$ cat config.mk
export PLATFORM = sky130hd
export DESIGN_NAME = tiss_top
export DESIGN_NICKNAME = d
export VERILOG_FILES = /design/src/hdl/tiss_pkg.sv /design/src/hdl/tiss_top.sv
export SDC_FILE = /design/constraint.sdc
export NUM_CORES = 1
export LEC_CHECK = 0
export ABC_AREA = 1
export BUFFER_PORTS_ARGS = -buffer_cell sky130_fd_sc_hd__buf_2
export CAP_MARGIN = 20
export CORE_ASPECT_RATIO = 0.75
export CORE_UTILIZATION = 39
export DETAILED_ROUTE_END_ITERATION = 12
export GPL_TIMING_DRIVEN = 0
export PLACE_DENSITY = 0.87
export SLEW_MARGIN = 10
export SYNTH_ARGS = -nofsm -noshare
export SYNTH_HDL_FRONTEND = slang
export SYNTH_SLANG_ARGS = --single-unit
$ cat constraint.sdc
create_clock -name mclk -period 1.05 [get_ports mclk]
set_clock_uncertainty 0.05 [all_clocks]
set_input_delay 0.0525 -clock mclk [delete_from_list [all_inputs] [get_ports mclk]]
set_output_delay 0.0525 -clock mclk [all_outputs]
set_load 0.03 [all_outputs]
$ cat src/hdl/tiss_pkg.sv
package tiss_pkg;

  localparam int ADDR_W = 8;
  localparam int DATA_W = 32;
  localparam int NQ     = 4;
  localparam int NDESC  = 16;

  // Register byte offsets
  localparam logic [ADDR_W-1:0] OFF_TX_STATUS  = 8'h00;
  localparam logic [ADDR_W-1:0] OFF_TX_CONTROL = 8'h04;
  localparam logic [ADDR_W-1:0] OFF_SUMMARY    = 8'h08;

  // Field positions
  localparam int BIT_TS_WARN   = 9;
  localparam int BIT_TS_UPDATE = 8;
  localparam int BIT_FRAME_LO  = 0;
  localparam int BIT_FRAME_HI  = 3;
  localparam int BIT_DESC_LO   = 17;
  localparam int BIT_DESC_HI   = 31;
  localparam int DESC_LO       = 1;
  localparam int DESC_HI       = 15;

  // Reset values
  localparam logic [DATA_W-1:0] RST_WORD  = 32'h0000_0000;
  localparam logic [NQ-1:0]     RST_QUEUE = 4'h0;
  localparam logic              RST_BIT   = 1'b0;

  typedef struct packed {
    logic [ADDR_W-1:0] addr;
    logic [DATA_W-1:0] wdata;
    logic              wr;
    logic              rd;
  } tiss_bus_req_t;

  typedef struct packed {
    logic ts_frame_sent;
    logic ts_one_held;
    logic ts_fifo_enable;
    logic ts_fifo_release;
  } tiss_ts_evt_t;

  typedef struct packed {
    logic [NDESC-1:0] desc_irq_enable_n;
    logic [NDESC-1:0] desc_irq_flag_n;
  } tiss_desc_t;

endpackage

$ cat src/hdl/tiss_top.sv
`timescale 1ns/100ps

// Function
// - Warn flag sets: stamped frame, entry held
// - Warn flag clears outside operation or disabled
// - Update flag sets: stamped frame, fifo enabled
// - Update flag clears: mode, disable, release
// - Stamp flags clear on zero, ignore ones
// - Queue flag sets when frame sent
// - Queue flags clear on leaving operation
// - Queue flags clear on zero, ignore ones
// - Queue flag marks end of link transmission
// - Reserved status bits read as zero
// - Descriptor summary is enable and flag
// - Queue interrupt while enable and flag
// - Warn interrupt when warn flag enabled
// - Warn summary is enable and flag
// - Update summary is enable and flag
module tiss_top
  import tiss_pkg::*;
(
  input  wire logic                  mclk,
  input  wire logic                  resetn,
  input  wire tiss_pkg::tiss_bus_req_t bus_req,
  output logic [tiss_pkg::DATA_W-1:0] bus_rdata,
  input  wire logic                  op_mode,
  input  wire tiss_pkg::tiss_ts_evt_t ts_evt,
  input  wire logic [tiss_pkg::NQ-1:0] frame_sent,
  input  wire tiss_pkg::tiss_desc_t   desc_in,
  output logic [tiss_pkg::NQ-1:0]     frame_sent_irq,
  output logic                        ts_warn_irq,
  output logic                        ts_update_irq,
  output logic                        irq
);
  import tiss_pkg::*;

  logic              op_mode_reg;
  logic              ts_fifo_warn_flag_reg;
  logic              ts_fifo_warn_flag_next;
  logic              ts_fifo_update_flag_reg;
  logic              ts_fifo_update_flag_next;
  logic [NQ-1:0]     frame_sent_flag_reg;
  logic [NQ-1:0]     frame_sent_flag_next;
  logic [NQ-1:0]     frame_sent_irq_enable_reg;
  logic              ts_fifo_warn_enable_reg;
  logic              ts_fifo_update_enable_reg;
  logic [DATA_W-1:0] rdata_reg;
  logic [DATA_W-1:0] rdata_next;
  logic [NQ-1:0]     fs_irq_reg;
  logic              warn_irq_reg;
  logic              update_irq_reg;
  logic              irq_reg;

  // Address decode
  wire sel_status  = (bus_req.addr == OFF_TX_STATUS);
  wire sel_control = (bus_req.addr == OFF_TX_CONTROL);
  wire sel_summary = (bus_req.addr == OFF_SUMMARY);
  wire wr_status   = bus_req.wr && sel_status;
  wire wr_control  = bus_req.wr && sel_control;

  // Write-zero clear strobes
  wire          sw_clr_warn   = wr_status && !bus_req.wdata[BIT_TS_WARN];
  wire          sw_clr_update = wr_status && !bus_req.wdata[BIT_TS_UPDATE];
  wire [NQ-1:0] sw_clr_frame  = {NQ{wr_status}} & ~bus_req.wdata[BIT_FRAME_HI:BIT_FRAME_LO];

  wire leave_op   = op_mode_reg && !op_mode;
  wire ts_hold_lo = !op_mode || !ts_evt.ts_fifo_enable;

  wire set_warn   = ts_evt.ts_frame_sent && ts_evt.ts_one_held;
  wire set_update = ts_evt.ts_fifo_enable && ts_evt.ts_frame_sent;

  assign ts_fifo_warn_flag_next =
    ts_hold_lo ? 1'b0 :
    set_warn   ? 1'b1 :
    sw_clr_warn ? 1'b0 : ts_fifo_warn_flag_reg;

  assign ts_fifo_update_flag_next =
    ts_hold_lo ? 1'b0 :
    set_update ? 1'b1 :
    (sw_clr_update || ts_evt.ts_fifo_release) ? 1'b0 : ts_fifo_update_flag_reg;

  // Set on link end of frame
  assign frame_sent_flag_next =
    leave_op ? RST_QUEUE : (frame_sent | (frame_sent_flag_reg & ~sw_clr_frame));

  wire [DESC_HI:DESC_LO] desc_sum =
    desc_in.desc_irq_enable_n[DESC_HI:DESC_LO] & desc_in.desc_irq_flag_n[DESC_HI:DESC_LO];
  wire ts_fifo_warn_summary   = ts_fifo_warn_enable_reg && ts_fifo_warn_flag_reg;
  wire ts_fifo_update_summary = ts_fifo_update_enable_reg && ts_fifo_update_flag_reg;

  wire [DATA_W-1:0] status_word = {22'h0, ts_fifo_warn_flag_reg,
                                   ts_fifo_update_flag_reg, 4'h0, frame_sent_flag_reg};
  wire [DATA_W-1:0] control_word = {22'h0, ts_fifo_warn_enable_reg,
                                    ts_fifo_update_enable_reg, 4'h0,
                                    frame_sent_irq_enable_reg};
  wire [DATA_W-1:0] summary_word = {desc_sum, 7'h0, ts_fifo_warn_summary,
                                    ts_fifo_update_summary, 8'h00};

  assign rdata_next = !bus_req.rd ? RST_WORD :
                      sel_status  ? status_word :
                      sel_control ? control_word :
                      sel_summary ? summary_word : RST_WORD;

  wire [NQ-1:0] fs_irq_next = frame_sent_irq_enable_reg & frame_sent_flag_reg;
  wire warn_irq_next = ts_fifo_warn_summary;
  wire irq_next = (|fs_irq_next) || warn_irq_next || ts_fifo_update_summary;

  always_ff @(posedge mclk) begin
    if (!resetn) begin
      op_mode_reg             <= RST_BIT;
      ts_fifo_warn_flag_reg   <= RST_BIT;
      ts_fifo_update_flag_reg <= RST_BIT;
      frame_sent_flag_reg     <= RST_QUEUE;
    end else begin
      op_mode_reg             <= op_mode;
      ts_fifo_warn_flag_reg   <= ts_fifo_warn_flag_next;
      ts_fifo_update_flag_reg <= ts_fifo_update_flag_next;
      frame_sent_flag_reg     <= frame_sent_flag_next;
    end
  end

  always_ff @(posedge mclk) begin
    if (!resetn) begin
      frame_sent_irq_enable_reg <= RST_QUEUE;
      ts_fifo_warn_enable_reg   <= RST_BIT;
      ts_fifo_update_enable_reg <= RST_BIT;
    end else if (wr_control) begin
      frame_sent_irq_enable_reg <= bus_req.wdata[BIT_FRAME_HI:BIT_FRAME_LO];
      ts_fifo_warn_enable_reg   <= bus_req.wdata[BIT_TS_WARN];
      ts_fifo_update_enable_reg <= bus_req.wdata[BIT_TS_UPDATE];
    end
  end

  always_ff @(posedge mclk) begin
    if (!resetn) begin
      rdata_reg      <= RST_WORD;
      fs_irq_reg     <= RST_QUEUE;
      warn_irq_reg   <= RST_BIT;
      update_irq_reg <= RST_BIT;
      irq_reg        <= RST_BIT;
    end else begin
      rdata_reg      <= rdata_next;
      fs_irq_reg     <= fs_irq_next;
      warn_irq_reg   <= warn_irq_next;
      update_irq_reg <= ts_fifo_update_summary;
      irq_reg        <= irq_next;
    end
  end

  assign bus_rdata      = rdata_reg;
  assign frame_sent_irq = fs_irq_reg;
  assign ts_warn_irq    = warn_irq_reg;
  assign ts_update_irq  = update_irq_reg;
  assign irq            = irq_reg;
endmodule

==> metrics.md <==
| Metric | Value |
|---|---|
| Detailed Route Iter0 Violations | 111 |
| Synth cell types | 18 |
| Dpl hpwl | 2.82 mm |
| Max reg flops | 21 |
| CP Class | input port to flop |
| Num rows | 19 |
| Worst-skew pair later-pin latency | 290 ps |
| Gr ovfl total | 0 |
| Status | finished, final reports clean |
| Seq/Total Area, Yosys | 0.503 |
| # DRC | 0 |
| Required time worst endpoint | 1180 ps |
| Most common cell after layout, fill and taps aside | buf_2 |
| PD cells | 1140 mW/mm^2 |
| Tmin final | 962 ps |
| P_leak | 1.35 nW |
| Clock transition at path regs | 70 ps |
| Core area | 0.00383 mm^2 |
| Final wirelength | 4.49 mm |
| Total CTS buffers | 5 |
| All-Layer GR Usage | 0.209 |
| Layout cells sized above 1 | 0.367 |
| Final Max Slew Viols | 0 |
| Crit path DAT | 1090 ps |
| Period utilization | 0.916 |
| Htree depth | 2 |
| Vias/cell | 4.50 |
| Pre-CTS setup slack | -56.8 ps |
| Routed via count | 1805 |
| Die area | 0.00445 mm^2 |
| Unrepaired setup endpoints after global routing | false |
| Hold Vio Cnt, Final | 0 |
| Vias in the first global route | 1648 |
| Worst path setup slack after routing | 88.1 ps |
| Final #Nets | 434 |
| Worst r2r src | ts_fifo_warn_flag_reg$_SDFFE_PP0P_ |
| ANT cells | 0 |
| Placer Congestion | 0.831 |
| Crit Path Max Fanout | 4 |
| Seq cells post-synth | 41 |
| Die height | 58.0 um |
| PortBufs | 84 |
| Initial antenna violation count | 0 |
| DR top layer | met4 |
| Setup violators final | 0 |
| Die width | 76.7 um |
| First-pass GRT wire length | 7.06 mm |
| Worst Hold Class | input port to flop |
| Initial core utilization | 0.426 |
| Routed WL per cell | 11.2 um |
| VDD IR-drop max | 801 uV |
| Drt pass-1 iters | 4 |
| WL met1 | 1.86 mm |
| Setup crit start | resetn |
| Worst min-delay path startpoint | bus_req[2] |
| Startpoint type of the worst setup path | input port |
| Metal3 WL | 311 um |
| CP endpoint kind | flop |
| Setup TNS | 0 ps |
| Largest net degree at the start of global routing | 12 |
| Highest clock rate | 1040 MHz |
| Mapped cell area | 0.00163 mm^2 |
| Synthesis Warnings | 0 |
| Clock Path Buffers | 2 |
| CTS Root Cell | clkbuf_8 |
| Area delta synth->final | 63.9% |
| Synth Instances | 205 |
| Most frequent cells in the layout | buf_2 (85), nand2_1 (45), dlygate4sd3_1 (43) |
| Top Ports | 124 |
| TritonCTS clock tree | built |
| Routed met2 length | 2.21 mm |
| Avg Synthesized Cell Area | 7.96 um^2 |
| Max cap viols | 0 |
| # clock sinks | 41 |
| Remaining antenna violation count after routing | 0 |
==> path summary, 6_finish.rpt <==
kind	slack (ps)	cells after the start	endpoint
setup / recovery	90	6	frame_sent_flag_reg[2]$_SDFF_PP0_
hold / removal	8	3	frame_sent_irq_enable_reg[0]$_SDFFE_PN0P_
setup reg to reg	130	6	bus_rdata[9]$_SDFF_PN0_
hold reg to reg	430	2	frame_sent_irq_enable_reg[2]$_SDFFE_PN0P_
==> repair_timing <==
item	CTS	global route
hold buffers	43	0
setup buffers	0	0
endpoints found under the setup margin	0	4
gates resized for setup	0	1
hold endpoints to repair	25	0
==> metrics by stage <==
stage               utilization  hold slack (ps)  std cells  power [mW]  cell area [um^2]
floorplan                     -              122        215        1.80              1670
global placement          0.563              233        351        1.92              2150
detailed placement        0.563              233        351        1.93              2150
CTS                       0.698             1.79        401        3.04              2670
global route              0.699             10.4        401        3.16              2670
finish                    0.699             8.19        401        3.05              2670
==> worst max-delay path, cell delays in order <==
cell,delay [ps]
buf_2,120
dlygate4sd3_1,550
nand2_1,60
inv_1,60
nor2_2,190
a21oi_1,60
==> where the power goes <==
| part | total (mW) | switching (mW) | internal, mW |
|---|---|---|---|
| registers | 1.59 | 0.0186 | 1.57 |
| clock network | 1.02 | 0.494 | 0.521 |
| logic | 0.438 | 0.198 | 0.240 |
==> final cells by class <==
| type | instances | area, um^2 |
|---|---|---|
| Multi-Input combinational cell | 137 | 647 |
| Buffer | 16 | 125 |
| Clock buffer | 7 | 86.3 |
| Sequential cell | 41 | 821 |
| Inverter | 21 | 78.8 |
| Tap cell | 52 | 65.1 |
| Fill cell | 299 | 1150 |
| Timing Repair Buffer | 127 | 851 |
==> cell families (layout without fill, tap and decap cells) <==
| group | after synthesis | count (layout) | synth area share |
|---|---|---|---|
| AND/OR/NAND/NOR | 107 | 107 | 0.311 |
| AO/OA/AOI/OAI | 19 | 19 | 0.0583 |
| flip-flops | 41 | 41 | 0.503 |
| buffers and inverters | 37 | 171 | 0.125 |
| other | 1 | 11 | 0.00230 |
==> cells in the mapped netlist <==
cell type  number  area share
buf_4          11       0.051
nand2_1        45        0.10
buf_6           3       0.021
clkbuf_1        1      0.0023
nor2_1         20       0.046
a21oi_1        19       0.058
nand3b_1        1      0.0046
nand3_1        19       0.058
buf_2           1      0.0031
nand2_2         5       0.019
conb_1          1      0.0023
inv_1          20       0.046
inv_2           1      0.0023
nand3_2         1      0.0061
nand4_1         1      0.0038
nor2_4          4       0.028
dfxtp_1        41        0.50
nor2_2         11       0.042
==> metal layers <==
| metal | vias up | global-route usage |
|---|---|---|
| li1 | 898 | - |
| met1 | 808 | 0.236 |
| met2 | 86 | 0.364 |
| met3 | 13 | 0.0551 |
| met4 | 0 | 0.124 |
| met5 | - | 0 |
Note: power is estimated with default switching activity, not from simulation.
